==> config.mk <==
export PLATFORM = sky130hd
export DESIGN_NAME = rlpm_pin_mux
export DESIGN_NICKNAME = d
export VERILOG_FILES = /design/src/rlpm_pkg.sv /design/src/rlpm_irq_cond.sv /design/src/rlpm_pin_mux.sv
export SDC_FILE = /design/constraint.sdc
export NUM_CORES = 1
export LEC_CHECK = 0
export BUFFER_PORTS_ARGS = -buffer_cell sky130_fd_sc_hd__buf_2
export CORE_AREA = 2 2 133 135
export CTS_BUF_LIST = sky130_fd_sc_hd__clkbuf_8
export DETAILED_ROUTE_END_ITERATION = 8
export DIE_AREA = 0 0 135 137
export PLACE_DENSITY = 0.63
export SLEW_MARGIN = 10
export SYNTH_ARGS = -nofsm -noshare
export SYNTH_HDL_FRONTEND = slang
export SYNTH_SLANG_ARGS = --single-unit
==> constraint.sdc <==
create_clock -name clk -period 1.3 [get_ports clk]
set_input_delay 0.195 -clock clk [delete_from_list [all_inputs] [get_ports clk]]
set_output_delay 0.195 -clock clk [all_outputs]
set_load 0.01 [all_outputs]
==> src/rlpm_pkg.sv <==
// Package for the reset-latched pin multiplexer: modes, widths and carriers.
`default_nettype none
package rlpm_pkg;
  localparam int ADDR_W      = 14;
  localparam int DATA_W      = 24;
  localparam int HOST_AD_W   = 16;
  localparam int BYTE_ADR_W  = 8;
  localparam int NUM_MODE    = 4;
  localparam int NUM_PF      = 8;
  localparam int NUM_OFLAG   = 3;
  localparam int NUM_SP1     = 5;
  localparam int MODE_C_BIT  = 2;
  localparam int MODE_D_BIT  = 3;
  localparam int PF_IRQ_EDGE_ONLY     = 4;
  localparam int PF_IRQ_LEVEL_ZERO    = 5;
  localparam int PF_IRQ_LEVEL_ONE    = 6;
  localparam int PF_IRQ_EDGE_OR_LEVEL     = 7;
  localparam int SP1_IRQ0    = 0;
  localparam int SP1_IRQ1    = 1;
  localparam int SP1_FI      = 2;
  localparam int SP1_FO      = 3;
  localparam logic [NUM_MODE-1:0] MODE_RST = 4'h0;

  typedef enum logic [0:0] {
    RLPM_FULL_MEM = 1'b0,
    RLPM_HOST     = 1'b1
  } rlpm_mode_t;

  // Core-side memory request: address, write data and strobes.
  typedef struct packed {
    logic [ADDR_W-1:0]     addr;
    logic [DATA_W-1:0]     wdata;
    logic [BYTE_ADR_W-1:0] byte_addr;
    logic                  drive_data;
    logic                  byte_access;
  } rlpm_mem_req_t;

  // Host-port control inputs as seen on the shared data pins.
  typedef struct packed {
    logic write_en_n;
    logic read_en_n;
    logic addr_latch;
    logic select_n;
  } rlpm_host_ctl_t;

  // Interrupt requests presented to the core, one per source.
  typedef struct packed {
    logic edge_or_level;
    logic level_one;
    logic level_zero;
    logic edge_only;
    logic sp1_irq1;
    logic sp1_irq0;
  } rlpm_irq_t;
endpackage : rlpm_pkg
`default_nettype wire
==> src/rlpm_irq_cond.sv <==
// One interrupt conditioner: level or edge sensing of an active-low pin.
`default_nettype none
module rlpm_irq_cond #(
  parameter bit EDGE_OK  = 1'b1,
  parameter bit LEVEL_OK = 1'b1
) (
  input  wire logic clk,       // Processor clock.
  input  wire logic sys_rst,   // Synchronous reset, active high.
  input  wire logic pin_n,     // Combined pin level, active low.
  input  wire logic edge_sel,  // 1 selects edge sensing when both allowed.
  input  wire logic ack,       // Core acknowledge clears a latched edge.
  output logic      req        // Request to the core.
);
  logic prev_n;
  logic latched;
  wire  use_edge = EDGE_OK && (!LEVEL_OK || edge_sel);
  wire  fall     = prev_n && !pin_n;
  wire  next_req = use_edge ? (latched || fall) : !pin_n;

  always_ff @(posedge clk) begin
    if (sys_rst) begin
      prev_n  <= 1'b1;
      latched <= 1'b0;
      req     <= 1'b0;
    end else begin
      prev_n  <= pin_n;
      // A new edge in the acknowledge cycle wins over the clear.
      latched <= use_edge && (fall || (latched && !ack));
      req     <= next_req && !(ack && !fall && use_edge);
    end
  end
endmodule : rlpm_irq_cond
`default_nettype wire

==> src/rlpm_pin_mux.sv <==
// Reset-latched pin multiplexer: mode straps, shared buses, flags and IRQs.
//
// Behaviour
// - Bus pin function fixed only at reset
// - Serial port one pins reconfigurable anytime
// - Interrupt and flag work together concurrently
// - Mode pins sampled in reset, flags after; here caught at the first edge after reset releases
// - Mode C latched selects mode until reset
// - Mode C low: 14 address, 24 data
// - Upper eight data bits carry byte address
// - Mode C high: 16-bit host port, A0
// - Host ack open drain, mode D configured
// - Unmasked shared pin vectors, driven either way
// - Fixed sensitivity on flags 6..4; flag 7 and serial port one IRQs selectable
// - System control selects serial port one use
// - Byte DMA full mode, internal DMA host
`default_nettype none
module rlpm_pin_mux
  import rlpm_pkg::*;
#(
  parameter bit HAS_MODE_D = 1'b1
) (
  input  wire logic                   clk,           // Processor clock.
  input  wire logic                   sys_rst,       // Processor reset.
  // Core side.
  input  wire rlpm_pkg::rlpm_mem_req_t mem_req,      // External bus request.
  input  wire logic                   byte_mem_dma_req, // Byte DMA request.
  input  wire logic                   internal_port_dma_req, // INTERNAL_PORT_DMA request.
  input  wire logic [HOST_AD_W-1:0]   host_rdata,    // Data for host reads.
  input  wire logic                   host_rdata_oe, // Core returns host data.
  input  wire logic                   host_ack_core, // Core acknowledges host.
  input  wire logic [NUM_PF-1:0]      pf_out,        // Flag output values.
  input  wire logic [NUM_PF-1:0]      pf_dir_out,    // 1 makes flag an output.
  input  wire logic [NUM_OFLAG-1:0]   oflag_set,     // Dedicated flag values.
  input  wire logic                   sp1_is_flags,  // Serial port one as flags.
  input  wire logic                   sp1_flag_output, // Value for flag_output.
  input  wire logic [NUM_SP1-1:0]     sp1_core_out,  // Serial port outputs.
  input  wire logic [NUM_SP1-1:0]     sp1_core_oe,   // 1 drives serial pin.
  input  wire logic                   irq_edge_or_level_edge_sel, // Edge mode for irq_edge_or_level.
  input  wire logic [1:0]             sp1_irq_edge_sel, // Edge mode, sp1 IRQs.
  input  wire logic [5:0]             interrupt_mask, // 1 enables a source.
  input  wire logic [5:0]             irq_ack,       // Core acknowledge.
  output logic                        op_mode,       // Latched mode, 1 = host.
  output logic [NUM_MODE-1:0]         mode_held,     // Latched mode pins.
  output logic                        host_ack_cfg,  // Latched mode D.
  output rlpm_pkg::rlpm_irq_t         irq_pending,   // Unmasked requests.
  output logic                        irq_vector,    // Any unmasked request vectors.
  output logic [NUM_PF-1:0]           pf_in,         // Flag pin levels.
  output logic                        flag_input,    // Serial flag input.
  output logic [NUM_SP1-1:0]          sp1_core_in,   // Serial port inputs.
  output rlpm_pkg::rlpm_host_ctl_t    host_ctl,      // Host port strobes.
  output logic [HOST_AD_W-1:0]        host_ad_in,    // Host addr/data in.
  output logic [DATA_W-1:0]           ext_data_in,   // External data in.
  output logic                        dma_grant_byte_mem_dma, // Byte DMA allowed.
  output logic                        dma_grant_internal_port_dma, // Internal DMA allowed.
  // Pins; each output enable is low while the pin is driven.
  input  wire logic [ADDR_W-1:0]      ext_address_bus_i, // Address pins in.
  output logic [ADDR_W-1:0]           ext_address_bus_o, // Address pins out.
  output logic [ADDR_W-1:0]           ext_address_bus_oe_n, // Address enable.
  input  wire logic [DATA_W-1:0]      ext_data_bus_i, // Data pins in.
  output logic [DATA_W-1:0]           ext_data_bus_o, // Data pins out.
  output logic [DATA_W-1:0]           ext_data_bus_oe_n, // Data enable.
  input  wire logic [NUM_PF-1:0]      prog_flag_i,   // Flag pins in.
  output logic [NUM_PF-1:0]           prog_flag_o,   // Flag pins out.
  output logic [NUM_PF-1:0]           prog_flag_oe_n, // Flag enable.
  input  wire logic [NUM_SP1-1:0]     serial_port_one_i, // Serial pins in.
  output logic [NUM_SP1-1:0]          serial_port_one_o, // Serial pins out.
  output logic [NUM_SP1-1:0]          serial_port_one_oe_n, // Serial enable.
  output logic [NUM_OFLAG-1:0]        dedicated_output_flags // Flag outputs.
);
  ////////////////////////////////////////////////////////////////////////////
  // Mode straps.
  logic rst_d;
  wire  rst_release = rst_d && !sys_rst;
  wire  host_mode   = (op_mode == RLPM_HOST);

  // bus function frozen
  // The straps are caught at the first clocked edge after reset releases,
  // so the asynchronous pin level never reaches a reset value.
  always_ff @(posedge clk) begin
    rst_d <= sys_rst;
    if (rst_release) begin
      mode_held    <= prog_flag_i[NUM_MODE-1:0];
      op_mode      <= prog_flag_i[MODE_C_BIT];
      host_ack_cfg <= HAS_MODE_D && prog_flag_i[MODE_D_BIT];
    end else if (sys_rst) begin
      mode_held    <= MODE_RST;
      op_mode      <= RLPM_FULL_MEM;
      host_ack_cfg <= 1'b0;
    end
  end

  // Pins stay released until the straps are held, so mode pins float freely.
  logic run;
  always_ff @(posedge clk) begin
    if (sys_rst) begin
      run <= 1'b0;
    end else begin
      run <= 1'b1;
    end
  end

  ////////////////////////////////////////////////////////////////////////////
  // Shared address and data pins.
  // full memory bus
  wire [ADDR_W-1:0] full_addr_oe_n = run ? '0 : '1;
  wire [DATA_W-1:0] full_wdata = mem_req.byte_access ?
    {mem_req.byte_addr, mem_req.wdata[DATA_W-BYTE_ADR_W-1:0]} : mem_req.wdata;
  wire [DATA_W-1:0] full_data_oe_n =
    mem_req.byte_access ? {{BYTE_ADR_W{~run}},
                           {(DATA_W-BYTE_ADR_W){~(run && mem_req.drive_data)}}}
                        : {DATA_W{~(run && mem_req.drive_data)}};

  // host port layout
  // Host mode: A0 is a plain address pin; A13..1 carry host data bits
  // 12..0 and the lower data pins carry bits 15..13 and the strobes.
  localparam int HL = ADDR_W - 1;
  wire host_drv = run && host_rdata_oe;
  wire ack_low  = run && (host_ack_cfg ? !host_ack_core : host_ack_core);
  wire [ADDR_W-1:0] host_addr_o   = {host_rdata[HL-1:0], mem_req.addr[0]};
  wire [ADDR_W-1:0] host_addr_oe_n = {{HL{~host_drv}}, ~run};
  wire [7:0] host_low_o =
    {4'h0, 1'b0, host_rdata[HOST_AD_W-1:HL]};
  wire [7:0] host_low_oe_n =
    {4'hf, ~ack_low, {3{~host_drv}}};
  wire [DATA_W-1:0] host_data_o =
    {mem_req.wdata[DATA_W-1:BYTE_ADR_W], host_low_o};
  wire [DATA_W-1:0] host_data_oe_n =
    {{(DATA_W-BYTE_ADR_W){~(run && mem_req.drive_data)}}, host_low_oe_n};

  wire [ADDR_W-1:0] next_a_o    = host_mode ? host_addr_o : mem_req.addr;
  wire [ADDR_W-1:0] next_a_oe_n = host_mode ? host_addr_oe_n : full_addr_oe_n;
  wire [DATA_W-1:0] next_d_o    = host_mode ? host_data_o : full_wdata;
  wire [DATA_W-1:0] next_d_oe_n = host_mode ? host_data_oe_n : full_data_oe_n;

  wire [7:0] dl = ext_data_bus_i[7:0];
  wire rlpm_host_ctl_t next_host_ctl = host_mode ?
    rlpm_host_ctl_t'{write_en_n: dl[7], read_en_n: dl[6],
                     addr_latch: dl[5], select_n: dl[4]} :
    rlpm_host_ctl_t'{write_en_n: 1'b1, read_en_n: 1'b1,
                     addr_latch: 1'b0, select_n: 1'b1};
  wire [HOST_AD_W-1:0] next_host_ad =
    {dl[2:0], ext_address_bus_i[ADDR_W-1:1]};

  wire next_byte_mem_dma = run && !host_mode && byte_mem_dma_req;
  wire next_internal_port_dma = run && host_mode && internal_port_dma_req;

  // external decode
  // In host mode A0 keeps driving the core address bit so external logic
  // can decode peripherals from it with the memory select strobes.
  always_ff @(posedge clk) begin
    ext_address_bus_o    <= next_a_o;
    ext_address_bus_oe_n <= sys_rst ? '1 : next_a_oe_n;
    ext_data_bus_o       <= next_d_o;
    ext_data_bus_oe_n    <= sys_rst ? '1 : next_d_oe_n;
    host_ctl             <= next_host_ctl;
    host_ad_in           <= host_mode ? next_host_ad : '0;
    ext_data_in          <= ext_data_bus_i;
    dma_grant_byte_mem_dma       <= !sys_rst && next_byte_mem_dma;
    dma_grant_internal_port_dma       <= !sys_rst && next_internal_port_dma;
  end

  ////////////////////////////////////////////////////////////////////////////
  // Programmable flags and dedicated flags.
  // output-only flags
  always_ff @(posedge clk) begin
    if (sys_rst) begin
      dedicated_output_flags <= '0;
    end else begin
      dedicated_output_flags <= oflag_set;
    end
  end

  // flag and irq share
  // A flag programmed as output still feeds its interrupt from the driven
  // value, so software can raise the interrupt itself.
  wire [NUM_PF-1:0] pf_level =
    (pf_dir_out & pf_out) | (~pf_dir_out & prog_flag_i);
  always_ff @(posedge clk) begin
    prog_flag_o    <= pf_out;
    prog_flag_oe_n <= (sys_rst || !run) ? '1 : ~pf_dir_out;
    pf_in          <= pf_level;
  end

  ////////////////////////////////////////////////////////////////////////////
  // Serial port one, reconfigurable at run time.
  // run time select
  wire [NUM_SP1-1:0] sp_flag_oe_n = ~(NUM_SP1'(1) << SP1_FO);
  wire [NUM_SP1-1:0] sp_flag_o    = NUM_SP1'(sp1_flag_output) << SP1_FO;
  always_ff @(posedge clk) begin
    serial_port_one_o    <= sp1_is_flags ? sp_flag_o : sp1_core_out;
    serial_port_one_oe_n <= (sys_rst || !run) ? '1 :
                            (sp1_is_flags ? sp_flag_oe_n : ~sp1_core_oe);
    sp1_core_in          <= sp1_is_flags ? '1 : serial_port_one_i;
    flag_input           <= sp1_is_flags && serial_port_one_i[SP1_FI];
  end

  ////////////////////////////////////////////////////////////////////////////
  // Interrupt conditioning.
  // fixed or selectable sensitivity
  wire [5:0] pin_n = {pf_level[PF_IRQ_EDGE_OR_LEVEL], pf_level[PF_IRQ_LEVEL_ONE],
                      pf_level[PF_IRQ_LEVEL_ZERO], pf_level[PF_IRQ_EDGE_ONLY],
                      !sp1_is_flags || serial_port_one_i[SP1_IRQ1],
                      !sp1_is_flags || serial_port_one_i[SP1_IRQ0]};
  wire [5:0] edge_sel = {irq_edge_or_level_edge_sel, 1'b0, 1'b0, 1'b1, sp1_irq_edge_sel};
  localparam bit [5:0] EDGE_OK  = 6'b100111;
  localparam bit [5:0] LEVEL_OK = 6'b111011;
  wire [5:0] raw_req;

  for (genvar i = 0; i < 6; i++) begin : g_irq
    rlpm_irq_cond #(
      .EDGE_OK  (EDGE_OK[i]),
      .LEVEL_OK (LEVEL_OK[i])
    ) u_cond (
      .clk      (clk),
      .sys_rst  (sys_rst || !run),
      .pin_n    (pin_n[i]),
      .edge_sel (edge_sel[i]),
      .ack      (irq_ack[i]),
      .req      (raw_req[i])
    );
  end

  wire [5:0] masked = raw_req & interrupt_mask;
  always_ff @(posedge clk) begin
    if (sys_rst) begin
      irq_pending <= '0;
      irq_vector  <= 1'b0;
    end else begin
      irq_pending <= rlpm_irq_t'(masked);
      irq_vector  <= |masked;
    end
  end
endmodule : rlpm_pin_mux
`default_nettype wire

==> results.yml, run 1 <==
global_route:
  grt_use_total_pct: 15.9
  grt_pass1_wl_um: 22300
  grt_remaining_overflow: 0
  grt_max_degree: 21
  antenna_found_initial: 0
  grt_pass1_vias: 4486
final_layout:
  layout_commonest_cell: "buf_2"
  syn2layout_area_growth_pct: 82.2
  final_util_pct: 49.4
  antenna_cells: 0
  final_cell_count_no_fill: 1076
  nNetsFinal: 1005
  drive_above_1_share_pct: 50.5
  final_cell_mix: "buf_2 (339), dfxtp_1 (154), dlygate4sd3_1 (153), nand2_1 (26), and2_1 (24)"
clock_network:
  path_clk_slew_ns: 0.09
  clockRootBuffer: "clkbuf_8"
  clock_path_buffers: 2
  cts.sinks: 161
  cts_tree: "yes"
  cts_max_level: 4
  cts_inserted_buffers: 17
  clkLatencyLatePin_ns: 0.43
detailed_routing:
  final_antenna_net_count: 0
  drt-total-wl_um: 14900
  routedWlPerCell_um: 13.8
  routed_via_density: 3.93
  dr.pass1.iters: 4
  via_count: 4233
  drt_iter0_markers: 68
  route.detailed.drc: 0
setup_path:
  startpoint: "mode_held[2]"
  path_class: "flop to output port"
  path_cells: "buf_12 -> buf_6"
  slowest_stage: "edfxtp_1"
  slowest_delay_ns: 0.45
  crit_required_ns: 1.11
  path_max_fanout: 4
  rr_startpoint: "mode_held[2]"
  startpoint_type: "flop"
  cp-end-kind: "output port"
  worstPathArrival_ns: 1.15
logic_synthesis:
  synthesis.instances: 356
  yosysUniqueCellTypes: 29
  syn_avg_cell_area_um2: 13.0
  synth-seq-cells: 161
  ys_warn_count: 0
  syn_area_mm2: 0.00462
  synth_nets: 523
  synth.yosys.seq_area_share_pct: 70.6
sta:
  holdWs_ns: 0.0276
  fin_crit_sh_pct: 104
  setup-tns-final_ns: -0.171
  maxSlewViolCount: 0
  final_hold_viol_count: 0
  grt_setup_unrepaired: "true"
  worstMarginPinSlew_ns: 0.366
  fmax_mhz: 741
  setup_ws_ns: -0.0495
  fin_skew_ns: 0.0135
  period_needed_ns: 1.35
  slew_headroom_pct: 74.9
  setup_violations: 8
die:
  start_util_pct: 27.1
  core_area_mm2: 0.0171
  die-area_mm2: 0.0185
  io-pin-count: 345
  die_width_um: 135
  rows: 48
  chipHeight_um: 137
place:
  dpl.cell_count: 886
  gp_congestion: 0.738
  portBuffers: 341
  hpwlAfterDp_um: 9810
min_path:
  hold_path_class: "input port to flop"
  hold_path_startpoint: "interrupt_mask[0]"
power_and_ir_drop:
  power_density_mw_per_mm2: 1250
  power_leakage_nw: 4.04
  max-vdd-ir-drop_uv: 829
  fin_total_pwr_mw: 10.6
status:
  failed_checks: "negative setup slack"
  outcome: "finished, violations left"
flow_run:
  drv_cap: 0
metal layers:
metal  up-vias  wire length [um]  GRT usage, %
met4         0               293          5.73
met5         -                 0             0
met3        22              1310          6.30
li1       2064                 -             -
met1      1933              5010          14.8
met2       214              8260          31.2
path summary, 6_finish.rpt:
check / to / slack, ns / cells past startpoint
max: op_mode / -0.05 / 2
min: irq_pending[0] / 0.03 / 3
max reg2reg: ext_data_bus_o[18] / -0.02 / 4
min reg2reg: irq_pending[2] / 0.44 / 2
where the power goes:
| part | switching [mW] | internal, mW | leakage (nW) |
|---|---|---|---|
| clock network | 1.89 | 1.92 | 0.209 |
| logic | 0.576 | 0.868 | 2.48 |
| registers | 0.0804 | 5.22 | 1.35 |
| total | 2.55 | 8.01 | 4.04 |
synth_stat cells:
cell type	instances	share of area [%]
dfxtp_1	157	68
buf_4	35	5.7
nand2_1	26	2.1
and2_1	24	3.2
mux2_2	24	5.8
nor2b_1	18	2.4
nor2_1	11	0.89
mux2_4	8	2.6
o21ai_0	8	0.87
or2_2	6	0.81
inv_1	5	0.41
edfxtp_1	4	2.6
a21oi_1	3	0.32
buf_6	3	0.73
clkbuf_1	3	0.24
nand2b_1	3	0.41
and3_1	2	0.27
buf_2	2	0.22
mux2i_1	2	0.43
nand3b_1	2	0.32
nand4b_1	2	0.38
a41oi_1	1	0.19
clkbuf_2	1	0.11
inv_2	1	0.081
nand3_1	1	0.11
nor2b_2	1	0.19
nor3_1	1	0.11
o211ai_1	1	0.16
xnor2_1	1	0.19
critical path, delay by kind of cell (launching register included):
kind     cells  cell delay (ns)
flops        1             0.45
buf+inv      2             0.27
flip-flops by register name, indices dropped and copies added (netlist names), 2 cells and up:
signal and flops:
g_irq.u_cond.prev_n 4, g_irq.u_cond.latched 4, prog_flag_oe_n 8, pf_in 8, sp1_core_in 5, g_irq.u_cond.req 6
ext_data_bus_o 24, mode_held 4, host_ad_in 16, prog_flag_o 8, host_ctl 4, irq_pending 6
ext_data_in 24, ext_address_bus_oe_n 2, serial_port_one_oe_n 5, ext_address_bus_o 14, serial_port_one_o 5, dedicated_output_flags 3
ext_data_bus_oe_n 5
through the flow:
stage          area [um^2]  worst slack, ns
5_1_grt               8420           -0.120
4_1_cts               8410          -0.0983
6_report              8420          -0.0495
2_1_floorplan         4630           0.0125
3_3_place_gp          6370           0.0968
3_5_place_dp          6370           0.0790
layout make-up:
class,count,area [um^2]
timing repair buffer,507,3400
multi-input combinational,145,1030
fill,1493,8640
clock buffer,17,234
sequential,161,3270
tap,225,282
inverter,6,22.5
clock inverter,15,180
timing repair:
item                       in CTS  in global routing
setup buffers                   5                  0
hold buffers                  152                  1
setup endpoints to repair      18                 45
cloned                          1                  0
hold endpoints to repair      138                  1
resized for setup               9                  6
cells by family (layout without fill, tap and decap cells):
kind of cell,count (synthesis),count (layout),synth area share (%)
mux,34,34,8.88
xor+xnor,1,1,0.190
compound gates,13,13,1.54
simple gates,97,97,11.3
buf+inv,50,545,7.47
flops,161,161,70.6
(Power assumes the default switching activity.)
==> run 2: changes to the inputs <==
--- a/config.mk
+++ b/config.mk
@@ -15,3 +15,4 @@
 export SYNTH_ARGS = -nofsm -noshare
 export SYNTH_HDL_FRONTEND = slang
 export SYNTH_SLANG_ARGS = --single-unit
+export TNS_END_PERCENT = 20
==> run 2 against run 1 <==
Compared with the run above: the flow still finishes with violations (negative setup slack); global-route usage hardly changed; maximum frequency rose by 0.24%; utilization up 0.066 points; via count rose by 0.12%; register-to-register slack about the same; critical path type unchanged; highest routed layer unchanged.
==> results.yml, run 2 (synthesis gave the netlist of run 1 again) <==
status:
  outcome: "finished, violations left"
  failed_checks: "negative setup slack"
detailed_routing:
  drt-total-wl_um: 14900
  routed_via_density: 3.94
  routedWlPerCell_um: 13.8
  dr.pass1.iters: 4
  via_count: 4238
  route.detailed.drc: 0
  drt_iter0_markers: 77
  final_antenna_net_count: 0
final_layout:
  final_area_mm2: 0.00843
  nNetsFinal: 1006
  drive_above_1_share_pct: 50.6
  layout_commonest_cell: "buf_2"
  largest_registers: "ext_data_bus_o x24, ext_data_in x24, host_ad_in x16"
  syn2layout_area_growth_pct: 82.5
  antenna_cells: 0
  final_util_pct: 49.4
  final_cell_mix: "buf_2 (339), dfxtp_1 (154), dlygate4sd3_1 (153), nand2_1 (26)"
clock_network:
  cts.sinks: 161
  path_clk_slew_ns: 0.09
  clkLatencyLatePin_ns: 0.43
  cts_max_level: 4
  cts_inserted_buffers: 17
  clockRootBuffer: "clkbuf_8"
  cts_tree: "yes"
  clock_path_buffers: 2
place:
  portBuffers: 341
  placed_cell_area_mm2: 0.00637
  hpwlAfterDp_um: 9810
  gp_congestion: 0.738
global_route:
  grt_use_total_pct: 15.9
  antenna_found_initial: 0
  grt_pass1_vias: 4489
  grt_max_degree: 21
  grt_remaining_overflow: 0
  grt_pass1_wl_um: 22300
die:
  start_util_pct: 27.1
  rows: 48
  core_area_mm2: 0.0171
  io-pin-count: 345
  die_width_um: 135
  die-area_mm2: 0.0185
  chipHeight_um: 137
power_and_ir_drop:
  seqPwrFrac_pct: 50.2
  power_frac_comb_pct: 13.7
  power_density_mw_per_mm2: 1250
  p_clk_share_pct: 36.1
  max-vdd-ir-drop_uv: 827
  p_int_mw: 8.01
  p_switching_mw: 2.54
  switching_share_pct: 24.1
  fin_total_pwr_mw: 10.6
  power_leakage_nw: 4.04
flow_run:
  drv_cap: 0
sta:
  setup_violations: 8
  fmax_mhz: 743
  period_needed_ns: 1.35
  setup-tns-final_ns: -0.157
  fin_crit_sh_pct: 104
  slew_headroom_pct: 75.1
  maxSlewViolCount: 0
  fin_skew_ns: 0.0123
  final_hold_viol_count: 0
  setup_ws_ns: -0.0463
  worstMarginPinSlew_ns: 0.363
  holdWs_ns: 0.0290
  grt_setup_unrepaired: "true"
min_path:
  hold_path_class: "input port to flop"
setup_path:
  cp-end-kind: "output port"
  path_max_fanout: 4
  path_class: "flop to output port"
  worstPathArrival_ns: 1.15
  startpoint_type: "flop"
  crit_required_ns: 1.11
run 2: power by group through the flow:
stage | Sequential (mW) | Combinational [mW] | Clock, mW
4_1_cts | 5.30 | 1.43 | 3.96
2_1_floorplan | 5.54 | 0.349 | 0
3_3_place_gp | 5.41 | 1.02 | 0
3_5_place_dp | 5.41 | 1.03 | 0
6_report | 5.30 | 1.45 | 3.81
5_1_grt | 5.32 | 1.57 | 4.19
run 2: critical path, stage by stage, from the launching register on:
cell and delay, ns:
edfxtp_1 0.45, buf_12 0.16, buf_6 0.11
run 2: per-layer routing:
metal	GRT usage (%)	share of wire [%]	vias to the layer above
met5	0	0	-
met4	5.73	1.8	0
met3	6.22	8.7	20
met2	31.1	56	219
met1	14.9	34	1934
li1	-	-	2065
run 2: final cells by class:
class | count | area, um^2
Inverter | 6 | 22.5
Timing Repair Buffer | 508 | 3420
Clock inverter | 15 | 180
Tap cell | 225 | 282
Fill cell | 1492 | 8620
Sequential cell | 161 | 3270
Clock buffer | 17 | 234
Multi-Input combinational cell | 145 | 1030
run 2: path summary, 6_finish.rpt:
check,from,end,slack [ns],depth (start not counted)
min reg2reg,g_irq[2].u_cond.req,irq_pending[2],0.44,2
max reg2reg,mode_held[2],ext_data_bus_o[18],-0.02,4
min,interrupt_mask[0],irq_pending[0],0.03,3
max,mode_held[2],op_mode,-0.05,2
run 2: what timing repair did:
action | in CTS | in global routing
hold buffers | 152 | 1
gates resized for setup | 9 | 5
buffers inserted | 4 | 1
endpoints found under the hold margin | 138 | 1
cloned | 1 | 0
setup endpoints to repair | 18 | 49
run 2: through the flow:
step                setup WS (ns)  std cells
floorplan                  0.0125        356
global placement           0.0968        886
detailed placement         0.0790        886
global route               -0.121       1077
CTS                       -0.0983       1075
finish                    -0.0463       1077
